File: config.mk
export PLATFORM = sky130hd
export DESIGN_NAME = cps_sequencer
export DESIGN_NICKNAME = d
export VERILOG_FILES = /design/src/rtl/cps_pkg.sv /design/src/rtl/cps_sequencer.sv
export SDC_FILE = /design/constraint.sdc
export NUM_CORES = 1
export LEC_CHECK = 0
export BUFFER_PORTS_ARGS = -buffer_cell sky130_fd_sc_hd__buf_4
export CORE_AREA = 3 3 150 152
export DETAILED_ROUTE_END_ITERATION = 8
export DIE_AREA = 0 0 153 155
export GPL_ROUTABILITY_DRIVEN = 1
export HOLD_SLACK_MARGIN = 0.06
export PLACE_DENSITY = 0.68
export SLEW_MARGIN = 40
export SYNTH_ARGS = -nofsm -noshare
export SYNTH_HDL_FRONTEND = slang
export SYNTH_SLANG_ARGS = --single-unit
export TNS_END_PERCENT = 100
File: constraint.sdc
create_clock -name mclk -period 2.27 [get_ports mclk]
set_clock_uncertainty 0.2 [all_clocks]
set_input_delay 0.1135 -clock mclk [delete_from_list [all_inputs] [get_ports mclk]]
set_output_delay 0.1135 -clock mclk [all_outputs]
set_load 0.03 [all_outputs]
File: src/rtl/cps_pkg.sv
// package of register map, primitive codes and carriers for the coprocessor sequencer
package cps_pkg;
   // ----------------------------------------
   // register byte offsets
   // ----------------------------------------
   localparam logic [7:0] CPS_OFS_RESPONSE = 8'h00; // response word, read
   localparam logic [7:0] CPS_OFS_CONTROL = 8'h04; // control strobes, write
   localparam logic [7:0] CPS_OFS_COMMAND = 8'h08; // general command, write
   localparam logic [7:0] CPS_OFS_CONDITION = 8'h0C; // branch/conditional command, write
   localparam logic [7:0] CPS_OFS_OPERAND = 8'h10; // operand register, read/write
   localparam logic [7:0] CPS_OFS_STATUS = 8'h14; // sequencer status, read
   // ----------------------------------------
   // field positions
   // ----------------------------------------
   localparam int CPS_CTL_EXC_ACK = 0; // control: acknowledge exception
   localparam int CPS_CTL_RESUME = 1; // control: resume suspended instruction
   localparam int CPS_CTL_CLR_ERR = 2; // control: clear bus error flag
   localparam int CPS_RSP_CA = 15; // response: come-again flag
   localparam int CPS_RSP_PF = 8; // response: processing-finished flag (null)
   localparam int CPS_FN_HI = 13; // response: primitive function field top
   localparam int CPS_FN_LO = 9; // response: primitive function field bottom
   // ----------------------------------------
   // primitive function codes and words
   // ----------------------------------------
   localparam logic [4:0] CPS_FN_NULL = 5'h00; // null primitive
   localparam logic [4:0] CPS_FN_EXC = 5'h1C; // exception primitive
   localparam logic [4:0] CPS_FN_EA_EVAL = 5'h14; // evaluate effective address
   localparam logic [4:0] CPS_FN_PREV_EA = 5'h15; // reuse previous effective address
   localparam logic [4:0] CPS_FN_ADDR_XFER = 5'h16; // address from coprocessor with data
   localparam logic [4:0] CPS_FN_SR_SCAN = 5'h01; // status register / scan program counter
   localparam logic [7:0] CPS_VEC_PROTOCOL = 8'h0D; // protocol violation vector
   localparam logic [15:0] CPS_RSP_BUSY = 16'h8000; // null with come-again, poll again
   localparam logic [15:0] CPS_RSP_RESET = 16'h0100; // null done, processing finished
   // ----------------------------------------
   // types
   // ----------------------------------------
   typedef enum logic [1:0] {
      CPS_IDLE = 2'b00, // no instruction in progress
      CPS_BUSY = 2'b01, // waiting for the engine's next primitive
      CPS_POSTED = 2'b11, // primitive waiting for main processor read
      CPS_EXC = 2'b10 // exception requested, dialogue frozen
   } cps_state_e;
   typedef struct packed {
      logic cyc; // bus cycle
      logic stb; // strobe
      logic we; // write
      logic [31:0] adr; // full byte address
      logic [3:0] sel; // byte selects
      logic [31:0] dat; // write data
   } cps_wbm_s;
endpackage : cps_pkg

File: src/rtl/cps_sequencer.sv
// coprocessor side of the interprocessor protocol with wishbone slave and optional bus master
`timescale 1ns/100ps
module cps_sequencer import cps_pkg::*; #(
   parameter bit DMA_CAPABLE = 1'b1 // coprocessor may master the bus
) (
   input wire logic mclk, // clock, 25 MHz
   input wire logic rst, // synchronous reset, active high
   input wire logic wb_cyc, // slave cycle
   input wire logic wb_stb, // slave strobe
   input wire logic wb_we, // slave write
   input wire logic [7:0] wb_adr, // slave byte address
   input wire logic [3:0] wb_sel, // slave byte selects
   input wire logic [31:0] wb_dat_i, // slave write data
   output logic [31:0] wb_dat_o, // slave read data
   output logic wb_ack, // slave acknowledge
   output logic cmd_start, // pulse: new command taken
   output logic cmd_branch, // command is branch/conditional type
   output logic [15:0] cmd_word, // command word
   input wire logic rsp_valid, // engine offers a primitive
   input wire logic [15:0] rsp_word, // engine primitive word
   output logic rsp_ready, // primitive accepted this cycle
   input wire logic opnd_load, // engine loads operand register
   input wire logic [31:0] opnd_in, // engine operand value
   output logic [31:0] opnd_out, // operand register contents
   output logic opnd_wr, // pulse: processor wrote operand
   output logic exc_ack, // pulse: exception acknowledged
   output logic resume, // pulse: suspended instruction resumed
   input wire logic dma_req, // engine asks for a bus cycle
   input wire logic dma_we, // engine cycle is a write
   input wire logic [31:0] dma_addr, // engine cycle address
   input wire logic [31:0] dma_wdata, // engine write data
   output logic dma_done, // pulse: cycle ended with ack
   output logic dma_fail, // pulse: cycle ended with error
   output logic [31:0] dma_rdata, // data read by the cycle
   output cps_wbm_s m_req, // master request
   input wire logic [31:0] m_dat_i, // master read data
   input wire logic m_ack, // master normal termination
   input wire logic m_err, // master error termination
   input wire logic m_rty // master retry termination
);
   // ----------------------------------------
   // slave decode
   // ----------------------------------------
   logic acc; // request not yet answered
   logic wr; // write taken this cycle
   logic rd; // read taken this cycle
   assign acc = wb_cyc && wb_stb && !wb_ack;
   assign wr = acc && wb_we;
   assign rd = acc && !wb_we;
   cps_state_e state, next_state; // dialogue state
   logic [15:0] resp, next_resp; // response register
   logic [31:0] opnd, next_opnd; // operand register
   logic branch, next_branch; // current instruction is branch type
   logic bus_err, next_bus_err; // sticky master error
   logic ack_q, next_ack_q; // slave acknowledge
   logic [31:0] rdat, next_rdat; // registered read data
   logic [15:0] cmd_q, next_cmd_q; // command word
   logic start_q, next_start_q; // command pulse
   logic opw_q, next_opw_q; // operand write pulse
   logic exa_q, next_exa_q; // exception ack pulse
   logic res_q, next_res_q; // resume pulse
   logic [15:0] legal; // engine word after branch filter
   logic [4:0] fn; // engine function field
   logic bad_fn; // function barred in branch instructions
   logic ends; // read primitive ends the dialogue
   // ----------------------------------------
   // primitive filter
   // ----------------------------------------
   // barred primitives in branch mode become a protocol violation exception
   always_comb begin
      fn = rsp_word[CPS_FN_HI:CPS_FN_LO];
      bad_fn = (fn == CPS_FN_EA_EVAL) || (fn == CPS_FN_PREV_EA) ||
               (fn == CPS_FN_ADDR_XFER) || (fn == CPS_FN_SR_SCAN);
      if (branch && bad_fn) begin
         legal = {2'b00, CPS_FN_EXC, 1'b0, CPS_VEC_PROTOCOL};
      end else begin
         legal = rsp_word;
      end
   end
   assign rsp_ready = (state == CPS_BUSY);
   // the dialogue ends on a read primitive when
   // branch: only null-done or exception; general: any without come-again
   always_comb begin
      if (branch) begin
         ends = !resp[CPS_RSP_CA] && (resp[CPS_FN_HI:CPS_FN_LO] == CPS_FN_NULL);
      end else begin
         ends = !resp[CPS_RSP_CA];
      end
   end
   // ----------------------------------------
   // dialogue and register file, next values
   // ----------------------------------------
   always_comb begin
      next_state = state;
      next_resp = resp;
      next_opnd = opnd;
      next_branch = branch;
      next_bus_err = bus_err;
      next_ack_q = acc;
      next_rdat = 32'h00000000;
      next_cmd_q = cmd_q;
      next_start_q = 1'b0;
      next_opw_q = 1'b0;
      next_exa_q = 1'b0;
      next_res_q = 1'b0;
      // register reads, unmapped reads answer zero
      if (rd) begin
         unique case (wb_adr)
            CPS_OFS_RESPONSE: next_rdat = {16'h0000, resp};
            CPS_OFS_OPERAND: next_rdat = opnd;
            CPS_OFS_STATUS: next_rdat = {28'h0000000, bus_err, branch, state};
            default: next_rdat = 32'h00000000;
         endcase
      end
      // operand path: processor mediated transfers
      if (wr && wb_adr == CPS_OFS_OPERAND) begin
         for (int b = 0; b < 4; b++) begin
            if (wb_sel[b]) begin
               next_opnd[8*b +: 8] = wb_dat_i[8*b +: 8];
            end
         end
         next_opw_q = 1'b1;
      end else if (opnd_load) begin
         next_opnd = opnd_in;
      end
      // state sequencing
      unique case (state)
         CPS_IDLE: begin
            next_resp = CPS_RSP_RESET;
         end
         CPS_BUSY: begin
            if (rsp_valid) begin
               next_resp = legal;
               next_state = CPS_POSTED;
            end
         end
         CPS_POSTED: begin
            // held until read, so rereads match
            if (rd && wb_adr == CPS_OFS_RESPONSE) begin
               if (resp[CPS_FN_HI:CPS_FN_LO] == CPS_FN_EXC) begin
                  next_state = CPS_EXC;
               end else if (ends) begin
                  next_state = CPS_IDLE;
               end else begin // come-again, or non-null in branch: poll until next primitive
                  next_resp = CPS_RSP_BUSY;
                  next_state = CPS_BUSY;
               end
            end
         end
         CPS_EXC: begin
            // frozen until a new command or a resume
            if (wr && wb_adr == CPS_OFS_CONTROL && wb_dat_i[CPS_CTL_RESUME]) begin
               next_resp = CPS_RSP_BUSY;
               next_state = CPS_BUSY;
               next_res_q = 1'b1;
            end
         end
      endcase
      // control strobes
      if (wr && wb_adr == CPS_OFS_CONTROL) begin
         next_exa_q = wb_dat_i[CPS_CTL_EXC_ACK] && (state == CPS_EXC);
         if (wb_dat_i[CPS_CTL_CLR_ERR]) begin
            next_bus_err = 1'b0;
         end
      end
      // a command write always begins a new instruction
      if (wr && (wb_adr == CPS_OFS_COMMAND || wb_adr == CPS_OFS_CONDITION)) begin
         next_cmd_q = wb_dat_i[15:0];
         next_branch = (wb_adr == CPS_OFS_CONDITION);
         next_start_q = 1'b1;
         next_resp = CPS_RSP_BUSY;
         next_state = CPS_BUSY;
      end
      // error set wins over software clear
      if (m_req.cyc && m_err) begin
         next_bus_err = 1'b1;
      end
   end
   always_ff @(posedge mclk) begin
      if (rst) begin
         state <= CPS_IDLE;
         resp <= CPS_RSP_RESET;
         opnd <= 32'h00000000;
         branch <= 1'b0;
         bus_err <= 1'b0;
         ack_q <= 1'b0;
         rdat <= 32'h00000000;
         cmd_q <= 16'h0000;
         start_q <= 1'b0;
         opw_q <= 1'b0;
         exa_q <= 1'b0;
         res_q <= 1'b0;
      end else begin
         state <= next_state;
         resp <= next_resp;
         opnd <= next_opnd;
         branch <= next_branch;
         bus_err <= next_bus_err;
         ack_q <= next_ack_q;
         rdat <= next_rdat;
         cmd_q <= next_cmd_q;
         start_q <= next_start_q;
         opw_q <= next_opw_q;
         exa_q <= next_exa_q;
         res_q <= next_res_q;
      end
   end
   assign wb_ack = ack_q;
   assign wb_dat_o = rdat;
   assign cmd_start = start_q;
   assign cmd_branch = branch;
   assign cmd_word = cmd_q;
   assign opnd_out = opnd;
   assign opnd_wr = opw_q;
   assign exc_ack = exa_q;
   assign resume = res_q;
   // ----------------------------------------
   // bus master
   // ----------------------------------------
   cps_wbm_s mreq, next_mreq; // master request register
   logic [31:0] mrd, next_mrd; // master read data
   logic mdone, next_mdone; // done pulse
   logic mfail, next_mfail; // fail pulse
   // one cycle per request; retry reissues, ack or err ends it
   always_comb begin
      next_mreq = mreq;
      next_mrd = mrd;
      next_mdone = 1'b0;
      next_mfail = 1'b0;
      if (!mreq.cyc) begin
         if (DMA_CAPABLE && dma_req && !mdone && !mfail) begin
            next_mreq.cyc = 1'b1;
            next_mreq.stb = 1'b1;
            next_mreq.we = dma_we;
            next_mreq.adr = dma_addr;
            next_mreq.sel = 4'hF;
            next_mreq.dat = dma_wdata;
         end
      end else if (m_ack || m_err || m_rty) begin
         next_mreq.cyc = 1'b0;
         next_mreq.stb = 1'b0;
         next_mdone = m_ack;
         next_mfail = m_err && !m_ack;
         if (m_ack && !mreq.we) begin
            next_mrd = m_dat_i;
         end
      end
   end
   always_ff @(posedge mclk) begin
      if (rst) begin
         mreq <= '0;
         mrd <= 32'h00000000;
         mdone <= 1'b0;
         mfail <= 1'b0;
      end else begin
         mreq <= next_mreq;
         mrd <= next_mrd;
         mdone <= next_mdone;
         mfail <= next_mfail;
      end
   end
   assign m_req = mreq;
   assign dma_done = mdone;
   assign dma_fail = mfail;
   assign dma_rdata = mrd;
   // ----------------------------------------
   // assertions
   // ----------------------------------------
   property p_ack_one;
      @(posedge mclk) disable iff (rst) (wb_cyc && wb_stb && !wb_ack) |=> wb_ack ##1 !wb_ack;
   endproperty
   a_ack_one: assert property (p_ack_one) else $error("slave ack not one cycle");
   property p_cmd_busy;
      @(posedge mclk) disable iff (rst) cmd_start |-> state == CPS_BUSY && resp == CPS_RSP_BUSY;
   endproperty
   a_cmd_busy: assert property (p_cmd_busy) else $error("command did not start dialogue");
   property p_hold;
      @(posedge mclk) disable iff (rst) (state == CPS_POSTED && !wr && !rd) |=> $stable(resp);
   endproperty
   a_hold: assert property (p_hold) else $error("response changed between reads");
   property p_branch_filter;
      @(posedge mclk) disable iff (rst)
         (state == CPS_BUSY && rsp_valid && branch && bad_fn && !wr) |=> resp[CPS_FN_HI:CPS_FN_LO] == CPS_FN_EXC;
   endproperty
   a_branch_filter: assert property (p_branch_filter) else $error("barred primitive passed");
   property p_branch_end;
      @(posedge mclk) disable iff (rst)
         (branch && state == CPS_POSTED && $past(state) == CPS_POSTED ##1 state == CPS_IDLE)
         |-> $past(resp[CPS_FN_HI:CPS_FN_LO]) == CPS_FN_NULL;
   endproperty
   a_branch_end: assert property (p_branch_end) else $error("branch ended without null-done");
   property p_exc_freeze;
      @(posedge mclk) disable iff (rst) (state == CPS_EXC && !wr) |=> state == CPS_EXC;
   endproperty
   a_exc_freeze: assert property (p_exc_freeze) else $error("dialogue left exception state");
   property p_general_end;
      @(posedge mclk) disable iff (rst)
         (!branch && state == CPS_POSTED && rd && wb_adr == CPS_OFS_RESPONSE && !resp[CPS_RSP_CA]
          && resp[CPS_FN_HI:CPS_FN_LO] != CPS_FN_EXC && !wr) |=> state == CPS_IDLE;
   endproperty
   a_general_end: assert property (p_general_end) else $error("general did not end");
   property p_dma_end;
      @(posedge mclk) disable iff (rst) (m_req.cyc && (m_ack || m_err || m_rty)) |=> !m_req.cyc;
   endproperty
   a_dma_end: assert property (p_dma_end) else $error("termination not honoured");
   property p_dma_addr;
      @(posedge mclk) disable iff (rst) (m_req.cyc && !$past(m_req.cyc)) |-> m_req.adr == $past(dma_addr);
   endproperty
   a_dma_addr: assert property (p_dma_addr) else $error("master address wrong");
   c_general: cover property (@(posedge mclk) disable iff (rst) cmd_start && !branch ##[1:50] state == CPS_IDLE);
   c_exc: cover property (@(posedge mclk) disable iff (rst) state == CPS_EXC ##[1:50] resume);
   c_dma: cover property (@(posedge mclk) disable iff (rst) dma_done);
endmodule : cps_sequencer

# == After elaboration in Yosys (flattened, before gate mapping) ==
# Index checks and enable logic that the tools add are counted.
# Widths: inputs -> output; s select.
# op_classes
n_mux,32
eq_ne,28
bitwise,5
n_reduce_logical,56
# ops
op,count
$mux 16,7
$pmux 32 s3,1
$mux 71,1
$mux 32,2
$pmux 16 s4,1
$mux 8,4
$eq 5x5->1 const B,4
$ne 2x2->1 const B,9
$logic_and 1x1->1,17
$eq 8x4->1 const B,2
$eq 8x5->1 const B,2
$reduce_and 2->1,7
$mux 2,6
$reduce_and 5->1,2
$mux 1,9
$ne 3x3->1 const B,3
$eq 8x3->1 const B,1
$logic_not 8->1,1
$reduce_and 4->1,2
$reduce_bool 2->1,4
$reduce_or 2->1,4
$logic_not 1->1,7
$logic_or 1x1->1,6
$ne 3x2->1 const B,2
other kinds (12),17
# totals
out_inout_bits,192
input_bits,200
word_cells,147
regBits,207

# == Logic depth before layout (Yosys ltp) ==
# Gate-level depths: netlist (run 1).
# depth
ltp_word,9
ltp_mapped,8
ltp_nobuf,7

# == Worst setup path before layout (run 1) ==
# No wires, ideal clock.
# synth_path
path_kind,input -> register
startpoint,input port wb_adr[7]
endpoint,register resp[0]
path_stages,7
slack_ns,-0.001
n_path_buf,2
required_ns,1.948
arrival_ns,1.949
setup_time_ns,0.122
cell_sequence,or4_1 > buf_2 > o41a_1 > nor3_2 > nand2_4 > buf_6 > mux2i_1
# synth_via
elab_chain_len,5
word_cells_on_any_way,13
cone_classes,eq/ne: 5; reduce/logical: 8
# synth_rtl
item,line_no,rtl
from (decl),cps_sequencer.sv:11,"input wire logic [7:0] wb_adr,"
$eq 8x3->1,cps_sequencer.sv:152,if (wr && wb_adr == CPS_OFS_CONTROL && wb_dat_i[CPS_CTL_RESUME]) begin
$logic_and 1x1->1 (2 in a row),cps_sequencer.sv:152,
$ne 2x2->1 (no line),--,
$reduce_and 5->1 (no line),--,
to (signal assigned),cps_sequencer.sv:195,resp <= next_resp;
to (decl),cps_sequencer.sv:51,"logic [15:0] resp, next_resp;"
# Parallel ways exist; a longest one is shown, timed or not.
# A chain may end at the register's enable or synchronous reset.

# == Final worst setup path (run 1) ==
# layout_path
startpoint,register state[1]
endpoint,register state[1]
# layout_via
elab_chain_len,3
word_cells_on_any_way,9
cone_classes,eq/ne: 6; mux: 1; reduce/logical: 2
# layout_rtl
item,line_no,rtl
from (decl),cps_sequencer.sv:50,"cps_state_e state, next_state;"
from (signal assigned),cps_sequencer.sv:194,state <= next_state;
$eq 2x2->1 or $eq 2x1->1 (tied branches),cps_sequencer.sv:127,unique case (state)
$ne 2x2->1 (no line) or $reduce_bool 3->1 (tied branches),--,
$reduce_and 4->1 (no line),--,
# Parallel ways exist; a longest one is shown, timed or not.

==> results of run 1 <==
-- through the flow --
stage	power [mW]	worst slack [ns]	hold WS (ns)	TNS (ns)	util (%)
4_1_cts	9.51	0.111	0.0789	0	65.1
2_1_floorplan	4.98	-0.000842	-0.0108	-0.00337	-
6_report	9.49	0.0971	0.134	0	65.3
3_3_place_gp	5.68	-0.0914	0.129	-0.232	52.2
5_1_grt	9.85	-0.0465	0.119	-0.0509	65.3
3_5_place_dp	5.70	-0.142	0.129	-1.39	52.2
-- cells in the final DEF, fill, tap and decap left out, types with 4 or more instances in the layout --
| cell | Yosys | routed |
|---|---|---|
| a22oi_1 | 13 | 12 |
| mux2i_1 | 43 | 43 |
| nor2_1 | 66 | 64 |
| dfxtp_1 | 207 | 206 |
| ha_1 | 5 | 5 |
| a211oi_1 | 31 | 31 |
| a222oi_1 | 4 | 4 |
| o21ai_0 | 8 | 8 |
| dlygate4sd3_1 | 0 | 202 |
| clkbuf_1 | 53 | 7 |
| clkbuf_8 | 0 | 6 |
| a21oi_1 | 122 | 122 |
| and3_1 | 16 | 16 |
| buf_4 | 3 | 418 |
| nand2_1 | 254 | 254 |
| nor4_1 | 5 | 4 |
| clkbuf_16 | 0 | 23 |
| inv_1 | 6 | 6 |
-- sequential cells by signal (all words and copies together), names as in the netlist --
signal	count
bus_err	1
cmd_branch	1
cmd_start	1
cmd_word	16
dma_done	1
dma_fail	1
dma_rdata	32
exc_ack	1
m_req	68
opnd_out	32
opnd_wr	1
resp	16
resume	1
state	2
wb_ack	1
wb_dat_o	32
-- timing repair --
action	in CTS	in global routing
endpoints found under the hold margin	205	0
endpoints found under the setup margin	0	42
hold buffers	202	0
resized for setup	0	7
-- per-layer routing --
layer | global-route usage [%] | up-vias
met2 | 45.2 | 434
met1 | 28.0 | 4112
met5 | 0 | -
met4 | 9.46 | 0
li1 | - | 4232
met3 | 7.04 | 96
-- logic make-up after synthesis --
| logic type | Yosys count | share of synthesized area, % |
|---|---|---|
| flip-flops | 207 | 53.7 |
| AO/OA/AOI/OAI | 197 | 15.2 |
| multiplexers | 48 | 6.30 |
| adder cells (fa/ha/maj) | 5 | 0.810 |
| AND/OR/NAND/NOR | 373 | 20.4 |
| buffers and inverters | 69 | 3.63 |
-- power by group through the flow --
stage                     Clock (mW)  Sequential, mW  Combinational [mW]
after CTS                       3.59            3.94                1.98
final                           3.52            3.94                2.02
after global routing            3.74            3.96                2.15
after detailed placement           0            4.02                1.69
after global placement             0            4.01                1.67
after floorplan                    0            4.25               0.728
-- final cells by class --
class / count / area, um^2 / area share, %
clock buffers: 36 / 684 / 4.96
clock inverters: 4 / 22.5 / 0.163
inverters: 6 / 22.5 / 0.163
multi-input cells: 623 / 3350 / 24.3
flip-flops and latches: 207 / 4150 / 30.0
well taps: 275 / 344 / 2.49
repair buffers: 624 / 5230 / 37.9
-- tightest hold or removal path, cell delays in order --
cell and delay (ns):
buf_4 0.08, or4_1 0.13, o41a_1 0.21, nor3_2 0.09, o221ai_1 0.08, a31oi_1 0.08
-- worst max-delay path by stage --
stage / from / to / slack [ns] / depth (start not counted)
global placement: wb_adr[7] / state[1]$_SDFFE_PP0P_ / -0.09 / 6
global route: wb_adr[0] / bus_err$_SDFFE_PP0P_ / -0.05 / 8
finish: state[1]$_SDFFE_PP0P_ / state[1]$_SDFFE_PP0P_ / 0.1 / 6
detailed placement: wb_adr[7] / state[1]$_SDFFE_PP0P_ / -0.14 / 6
CTS: state[0]$_SDFFE_PP0P_ / resp[5]$_SDFFE_PP0P_ / 0.11 / 5
floorplan: wb_adr[7] / resp[0]$_SDFFE_PP0P_ / -0.0008 / 7
==> metrics.md, run 1 <==
| Metric | Value |
|---|---|
| Run status | `complete, no violations` |
| Max_slew headroom | `47.7%` |
| Finished Layout Cells | `1,775` |
| Root Driver | `clkbuf_16` |
| Total track usage | `25.0%` |
| Critical path capture point type | `flip-flop` |
| Placed Cells | `1,533` |
| R2R Setup Slk | `0.1 ns` |
| Setup violators final | `0` |
| Initial antenna violation count | `0` |
| Syn-to-layout area delta | `78.7%` |
| Largest stage delay on the critical path | `0.43 ns` |
| Vias | `8,874` |
| Tcrit/Tclk final | `95.7%` |
| CP max stage cell | `dfxtp_1` |
| Leakage power | `6.23 nW` |
| Hold wc startpoint | `wb_adr[0]` |
| Design area | `13,800 um^2` |
| Met2 WL post-DR | `15.9 mm` |
| Reg-to-reg startpoint | `state[1]$_SDFFE_PP0P_` |
| Layout Nets | `1,690` |
| Placed cell area | `11,000 um^2` |
| Die X | `153 um` |
| Filler cell count | `1,618` |
| Slew @ Worst Pin | `roughly 0.78 ns` |
| Layout cells sized above 1 | `31.8%` |
| CP bufs+invs | `1` |
| Core area | `21,200 um^2` |
| Critical path type | `reg -> reg` |
| Per-cell routed wire length | `17.9 um` |
| Hold EP | `state[0]$_SDFFE_PP0P_` |
| Sw frac | `28.0%` |
| H-tree depth | `1` |
| CTS max path bufs | `3` |
| WP data required | `2.50 ns` |
| Largest net degree at the start of global routing | `87` |
| Die area | `about 24,000 um^2` |
| Yosys reg bits | `~210` |
| Register area share after synthesis | `between 50% and 60%` |
| Met3 wire length | `2.70 mm` |
| Reg2Reg Depth | `6` |
| Max_cap viols | `0` |
| DR vias/cell | `5.00` |
| Starting Density | `36.5%` |
| Post-synth EDFFs | `0` |
| Combinational Power Share | `21.3%` |
| First-pass GRT wire length | `~48 mm` |
| Detailed-route wire length | `31.7 mm` |
| Buffers on Ports | `391` |
| Most frequent cell after synthesis | `nand2_1` |
| Top cells by area, synth | `dfxtp_1 54%, nand2_1 12%, a21oi_1 7.9%, mux2i_1 5.6%, nor2_1 3.2%` |
| Data arrival, critical path | `2.40 ns` |
| Mapped Nets | `1,104` |
| Postcts setup bufs | `0` |
| Final HPWL DP | `roughly 20 mm` |
| Power density relative to cell area | `around 700 nW/um^2` |
| Primary FF master, synth | `dfxtp_1` |
| Post-synthesis cell type count | `52` |
| Top Metal Used | `met4` |
| P_sw | `approximately 2.7 mW` |
| Critical path, cell by cell | `inv_1 -> ha_1 -> nor2b_1 -> or3_1 -> or3_1 -> a21boi_1` |
| Hold path depth | `6` |
| VDD IR max | `510 uV` |
| GR Overflow Total | `0` |
| CTS sink count | `approximately 210` |
| Inserted Clock Buffers | `23` |
| Max Fanout on Critical Path | `6` |
| Final min period | `2.17 ns` |
| CP Launch Type | `flip-flop` |
| Row Count | `53` |
| Fin. max-slew vios | `0` |
| Post-synth top area share | `a little over half` |
| Vias in the first global route | `8,972` |
| Global placement routability congestion | `0.858` |
| DRC | `0` |
| Number of diodes | `0` |
| DR iter-0 viols | `537` |
| M1 wire length | `11.9 mm` |
| Area leader, netlist | `dfxtp_1` |
| Synth Warn # | `0` |
| Gate Count Post-Synth | `between 800 and 900` |
| Clock share of power | `37.1%` |
| FF-to-FF End | `state[1]$_SDFFE_PP0P_` |
| Worst-path clk slew | `0.06 ns` |
| Mean Syn Cell Area | `~8.6 um^2` |
| Most instantiated cells after synthesis | `254 x nand2_1, 207 x dfxtp_1, 122 x a21oi_1, 66 x nor2_1, 53 x clkbuf_1` |
| Sequential share of power | `41.6%` |
| Worst-skew pair later-pin latency | `0.50 ns` |
| Hold Crit Class | `in -> reg` |
| Fmax | `460 MHz` |
| CTS tree | `built` |
| Asr flop ratio synth | `0%` |
| Post-route ant nets | `0` |
| Die Ht | `155 um` |
| Ports | `392` |
| CP delay by family, top | `simple AND/OR/NAND/NOR gates` |
| DRT Pass-1 Iters | `7` |
| Synth Cell Area | `7720 um^2` |
| Most numerous cell on the critical path | `or3_1` |
| Internal power | `6.83 mW` |
| Final Hold Viols | `0` |
No activity file was read; power rests on OpenSTA's default activity.
==> run 2, diff against run 1 <==
--- a/config.mk
+++ b/config.mk
@@ -6,12 +6,11 @@
 export NUM_CORES = 1
 export LEC_CHECK = 0
 export BUFFER_PORTS_ARGS = -buffer_cell sky130_fd_sc_hd__buf_4
-export CORE_AREA = 3 3 150 152
+export CORE_AREA = 2 2 151 153
 export DETAILED_ROUTE_END_ITERATION = 8
 export DIE_AREA = 0 0 153 155
 export GPL_ROUTABILITY_DRIVEN = 1
 export HOLD_SLACK_MARGIN = 0.06
-export PLACE_DENSITY = 0.68
 export SLEW_MARGIN = 40
 export SYNTH_ARGS = -nofsm -noshare
 export SYNTH_HDL_FRONTEND = slang
==> constraint.sdc (replaced) <==
create_clock -name mclk -period 2.2 [get_ports mclk]
set_clock_uncertainty 0.2 [all_clocks]
set_input_delay 0.11 -clock mclk [delete_from_list [all_inputs] [get_ports mclk]]
set_output_delay 0.11 -clock mclk [all_outputs]
set_load 0.03 [all_outputs]
==> run 2 against run 1 <==
Critical path depth is 1 lower. Clock-buffer cell count decreased by 1. Routed wire length shrank 5.1%. Via count down 1.1%. Clock power grew 13%. Sequential power is 3% higher. Sequential share of layout area down 0.73 points. Non-clock buffer count rose by 26. Critical path type is now in -> reg.
==> metrics.md, run 2 (same netlist as run 1, synthesis figures left out) <==
| Metric | Value |
|---|---|
| Ports | `392 (unchanged)` |
| CP Launch Type | `primary input` |
| Reg-to-reg startpoint | `m_req[70]$_SDFF_PP0_` |
| Core area | `22,200 um^2 (+5.1%)` |
| DRT Pass-1 Iters | `5 (-2)` |
| Hold wc startpoint | `wb_adr[0]` |
| Worst-skew pair later-pin latency | `0.51 ns (about the same)` |
| Post-route ant nets | `0 (unchanged)` |
| DR vias/cell | `4.84 (-3.2%)` |
| Layout Nets | `1,716 (+1.5%)` |
| Max_slew headroom | `54.4% (+6.7 points)` |
| CTS max path bufs | `3 (unchanged)` |
| Core Util, Final | `63.7% (-1.6 points)` |
| Root Driver | `clkbuf_16` |
| Setup violators final | `0 (unchanged)` |
| VDD IR max | `532 uV (+4.2%)` |
| First-pass GRT wire length | `46.2 mm (-4.6%)` |
| Fmax | `between 400 and 500 MHz` |
| GR Overflow Total | `0 (unchanged)` |
| Max Fanout on Critical Path | `59 (+53)` |
| CP max stage cell | `buf_4` |
| Vias | `8,780 (-1.1%)` |
| Final Hold Viols | `0 (unchanged)` |
| Pre-CTS setup slack | `-0.158 ns (-0.0156 ns)` |
| Hold EP | `opnd_out[2]$_SDFFE_PP0P_` |
| Most frequent cells in the layout | `435 x buf_4, 254 x nand2_1, 209 x dlygate4sd3_1, 205 x dfxtp_1, 120 x a21oi_1` |
| Total track usage | `23.7% (-1.3 points)` |
| Reg2Reg Depth | `6 (unchanged)` |
| Vias in the first global route | `8,849 (-1.4%)` |
| Most common cell after layout, fill and taps aside | `buf_4` |
| Critical path type | `in -> reg` |
| DR iter-0 viols | `518 (-3.5%)` |
| Initial antenna violation count | `0 (unchanged)` |
| Hold path depth | `6 (unchanged)` |
| Final setup margin | `0.0620 ns (-0.0352 ns)` |
| FF-to-FF End | `m_req[0]$_SDFFE_PP0P_` |
| Starting Density | `34.7% (-1.8 points)` |
| Die Ht | `155 um (unchanged)` |
| Slew @ Worst Pin | `0.684 ns (-0.101 ns)` |
| Critical path, cell by cell | `dlygate4sd3_1 -> buf_4 -> buf_4 -> nor4bb_1 -> dlygate4sd3_1` |
| Inserted Clock Buffers | `23 (unchanged)` |
| WP data required | `2.39 ns (-0.11 ns)` |
| Worst-path clk slew | `0.06 ns (about the same)` |
| Detailed-route wire length | `30.1 mm (-5.1%)` |
| Hold Crit Class | `in -> reg` |
| Leakage power | `6.37 nW (+2.1%)` |
| Critical path capture point type | `flip-flop` |
| Buffers on Ports | `391 (unchanged)` |
| Per-cell routed wire length | `16.6 um (-7.1%)` |
| CTS sink count | `207 (unchanged)` |
| CP Depth | `5 (-1)` |
| Max reg flops | `68 (unchanged)` |
| CP bufs+invs | `4 (+3)` |
| Final HPWL DP | `19.6 mm (-2.6%)` |
| Layout cells sized above 1 | `33.0% (+1.2 points)` |
| Row Count | `55 (+3.8%)` |
| CP delay by family, top | `buffers and inverters` |
| Global placement routability congestion | `0.863 (+0.59%)` |
| Data arrival, critical path | `2.32 ns (-0.08 ns)` |
| Tcrit/Tclk final | `97.2%` |
| R2R Setup Slk | `0.06 ns (-0.04 ns)` |
| Fin. max-slew vios | `0 (unchanged)` |
| Die X | `153 um (unchanged)` |
| Final min period | `~2.1 ns` |
| Power density relative to cell area | `723 nW/um^2 (+5.1%)` |
| H-tree depth | `1 (unchanged)` |
| Syn-to-layout area delta | `83.2%` |
| CTS tree | `built` |
| Run status | `complete, no violations` |
| Max_cap viols | `0 (unchanged)` |
| Largest stage delay on the critical path | `0.60 ns (+0.17 ns)` |
| DRC | `0 (unchanged)` |
| Die area | `23,700 um^2 (unchanged)` |
| Largest net degree at the start of global routing | `80 (-8.0%)` |
-- run 2: where the power goes --
group	internal, mW	switching (mW)	total, mW
registers	3.93	0.133	4.06
logic	1.08	1.12	2.20
clock network	2.43	1.54	3.97
-- run 2: metrics by stage --
| step | TNS [ns] | power, mW | cell area (um^2) | hold slack (ns) | cells |
|---|---|---|---|---|---|
| detailed placement | -2.57 | 5.95 | 11100 | 0.115 | 1556 |
| CTS | 0 | 10.2 | 14000 | 0.0621 | 1807 |
| global route | -0.000312 | 10.6 | 14100 | 0.141 | 1813 |
| global placement | -2.27 | 5.93 | 11100 | 0.113 | 1556 |
| finish | 0 | 10.2 | 14100 | 0.116 | 1814 |
| floorplan | -0.721 | 5.14 | 7730 | -0.0143 | 899 |
-- run 2: final cells by class --
type                    instances  area, um^2
flip-flops and latches        207        4150
diodes                          1        2.50
clock inverters                 7        93.8
clock buffers                  35         701
inverters                       6        22.5
fillers                      1821        8080
repair buffers                650        5450
multi-input cells             623        3380
well taps                     285         357
-- run 2: timing repair --
action	CTS	global route
hold buffers	209	0
buffers inserted	0	4
setup endpoints to repair	0	33
gates resized for setup	0	13
endpoints found under the hold margin	196	0
-- run 2: routing by layer --
| metal | routed length (um) | global-route usage (%) |
|---|---|---|
| met4 | 920 | 7.85 |
| met3 | 2270 | 5.79 |
| met1 | 12100 | 28.9 |
| met5 | 0 | 0 |
| met2 | 14800 | 41.1 |
-- run 2: worst max path at each step --
stage | end | slack, ns | startpoint
after floorplan | resp[0]$_SDFFE_PP0P_ | -0.07 | wb_adr[7]
final | dma_fail$_SDFF_PP0_ | 0.06 | rst
after CTS | resp[0]$_SDFFE_PP0P_ | 0.002 | state[0]$_SDFFE_PP0P_
after global placement | state[1]$_SDFFE_PP0P_ | -0.14 | wb_adr[7]
after detailed placement | resp[0]$_SDFFE_PP0P_ | -0.16 | wb_adr[7]
after global routing | m_req[0]$_SDFFE_PP0P_ | -0.0003 | m_req[70]$_SDFF_PP0_
-- run 2: worst register-to-register path: cells and delay by family (launching register included) --
kind                   cells  cell delay, ns
AO/OA/AOI/OAI              1            0.13
flip-flops                 1            0.31
buffers and inverters      3            0.98
AND/OR/NAND/NOR            2            0.45
==> run 3, diff against run 2 <==
==> constraint.sdc (replaced) <==
create_clock -name mclk -period 2 [get_ports mclk]
set_clock_uncertainty 0.2 [all_clocks]
set_input_delay 0.1 -clock mclk [delete_from_list [all_inputs] [get_ports mclk]]
set_output_delay 0.1 -clock mclk [all_outputs]
set_load 0.03 [all_outputs]
==> run 3 against run 2 <==
The flow now finishes with violations (negative setup slack). Highest routed layer unchanged. Core utilization is 0.74 points lower. Combinational power is 10% higher. Non-clock buffer count is 11 lower. Clock-buffer cell count stayed put. Die area stayed put. Sequential share of layout area is 0.36 points higher. Critical path depth stayed put. Clock power is 6.0% higher. Setup slack worse by 0.11 ns. First-iteration DRC count is 20% lower. Hold slack better by 0.017 ns. Cell area is 1.2% lower.
==> metrics.md, run 3 (same netlist as run 1, synthesis figures left out) <==
| Metric | Value |
|---|---|
| Power density relative to cell area | `793 nW/um^2 (+9.8%)` |
| Reg-to-reg startpoint | `wb_ack$_SDFF_PP0_` |
| Total track usage | `23.4% (-0.25 points)` |
| Max_cap viols | `0 (unchanged)` |
| Layout Nets | `1,705 (-0.64%)` |
| Max reg flops | `68 (unchanged)` |
| Critical path capture point type | `flip-flop` |
| Initial antenna violation count | `0 (unchanged)` |
| Data arrival, critical path | `2.28 ns (-0.04 ns)` |
| Post-route ant nets | `0 (unchanged)` |
| Most frequent cells in the layout | `439 x buf_4, 254 x nand2_1, 205 x dfxtp_1, 196 x dlygate4sd3_1, 122 x a21oi_1` |
| Core Util, Final | `62.9% (-0.74 points)` |
| Max Fanout on Critical Path | `4 (-93%)` |
| Most common cell after layout, fill and taps aside | `buf_4` |
| Power Total | `11.1 mW (+8.5%)` |
| Starting Density | `34.7% (unchanged)` |
| Pre-CTS setup slack | `-0.341 ns (-0.183 ns)` |
| Final min period | `just over 2 ns` |
| Tcrit/Tclk final | `102%` |
| CP Launch Point | `wb_ack$_SDFF_PP0_` |
| Inserted Clock Buffers | `23 (unchanged)` |
| Worst-path clk slew | `0.06 ns (about the same)` |
| H-tree depth | `1 (unchanged)` |
| Die area | `23,700 um^2 (unchanged)` |
| Die Ht | `155 um (unchanged)` |
| Slew @ Worst Pin | `0.677 ns (-0.00708 ns)` |
| DRT Pass-1 Iters | `7 (+2)` |
| Detailed-route wire length | `29.2 mm (-3.1%)` |
| Final Hold Viols | `0 (unchanged)` |
| Fin. max-slew vios | `0 (unchanged)` |
| Largest net degree at the start of global routing | `104 (+30%)` |
| Die X | `153 um (unchanged)` |
| Global placement routability congestion | `0.836 (-3.2%)` |
| CTS sink count | `207 (unchanged)` |
| Failing checks | `negative setup slack` |
| Syn-to-layout area delta | `81.1%` |
| FF-to-FF End | `state[1]$_SDFFE_PP0P_` |
| Setup violators final | `1 (+1)` |
| Buffers on Ports | `391 (unchanged)` |
| Root Driver | `clkbuf_16` |
| DR iter-0 viols | `414 (-20%)` |
| CTS max path bufs | `3 (unchanged)` |
| CTS tree | `built` |
| R2R Setup Slk | `-0.04 ns (-0.11 ns)` |
| Vias in the first global route | `8,729 (-1.4%)` |
| Row Count | `55 (unchanged)` |
| CP Launch Type | `flip-flop` |
| Max_slew headroom | `54.9% (+0.52 points)` |
| Final HPWL DP | `19.6 mm (-0.31%)` |
| RSZ-0062 raised after global routing | `true` |
| Reg2Reg Depth | `5 (-1)` |
| Number of diodes | `0 (-1)` |
| WP data required | `2.24 ns (-0.15 ns)` |
| Layout cells sized above 1 | `33.0% (about the same)` |
| Per-cell routed wire length | `16.2 um (-2.4%)` |
| Core area | `22,200 um^2 (unchanged)` |
| Worst-skew pair later-pin latency | `0.51 ns (about the same)` |
| DRC | `0 (unchanged)` |
| Hold Crit Class | `in -> reg` |
| Ports | `392 (unchanged)` |
| DR vias/cell | `4.80 (-0.86%)` |
| GR Overflow Total | `0 (unchanged)` |
| Leakage power | `6.34 nW (-0.43%)` |
| Fmax | `489 MHz` |
| First-pass GRT wire length | `45.6 mm (-1.3%)` |
| Run status | `finished with violations` |
| Critical Path End | `state[1]$_SDFFE_PP0P_` |
| Vias | `8,637 (-1.6%)` |
| WHS | `0.133 ns (+0.0170 ns)` |
| Critical path type | `reg -> reg` |
| Final setup margin | `-0.0438 ns (-0.106 ns)` |
| VDD IR max | `622 uV (+17%)` |
run 3: layout make-up:
class / count / area (um^2)
multi-input cells: 623 / 3390
clock buffers: 35 / 661
well taps: 285 / 357
repair buffers: 639 / 5330
clock inverters: 5 / 75.1
flip-flops and latches: 207 / 4150
inverters: 6 / 22.5
fillers: 1846 / 8240
run 3: stage by stage:
step           setup TNS [ns]  std cells  instance area, um^2
2_1_floorplan           -3.52        899                 7740
3_3_place_gp           -12.67       1563                11200
3_5_place_dp           -11.78       1563                11200
4_1_cts               -0.0156       1799                13900
5_1_grt                -0.588       1800                14000
6_report              -0.0438       1800                14000
run 3: layer usage:
layer / wire, um / vias to the layer above / share of wire, % / GRT usage (%)
li1: - / 4266 / - / -
met1: 11400 / 3914 / 39 / 27.3
met2: 14300 / 366 / 49 / 40.7
met3: 2250 / 91 / 7.7 / 6.38
met5: 0 / - / 0 / 0
met4: 1250 / 0 / 4.3 / 9.88
run 3: critical path: stages (launching register included):
cell	delay (ns)
dfxtp_4	0.34
nand3b_1	0.21
o41a_1	0.38
or3_4	0.38
or3_1	0.34
a21boi_1	0.13
run 3: timing repair:
item | in CTS | in global routing
pin swaps | 1 | 2
endpoints found under the setup margin | 20 | 49
setup buffers | 0 | 1
gates resized for setup | 4 | 9
hold buffers | 196 | 0
cloned | 0 | 0
hold endpoints to repair | 205 | 0
run 3: worst min-delay path by stage:
stage                         start  cells past startpoint  slack, ns                  endpoint
after global routing      wb_adr[0]                      6       0.18  cmd_word[2]$_SDFFE_PP0P_
after global placement        m_ack                      2       0.09       dma_fail$_SDFF_PP0_
final                     wb_adr[1]                      6       0.13  cmd_word[2]$_SDFFE_PP0P_
after CTS                 wb_adr[1]                      6       0.11     state[1]$_SDFFE_PP0P_
after floorplan               m_ack                      1      -0.02       dma_fail$_SDFF_PP0_
after detailed placement      m_ack                      2        0.1       dma_fail$_SDFF_PP0_
run 3: report_power, final:
group	total, mW	internal (mW)	switching [mW]	leakage [nW]
sequential	4.46	4.32	0.141	1.69
combinational	2.43	1.22	1.21	4.29
clock	4.21	2.52	1.69	0.362
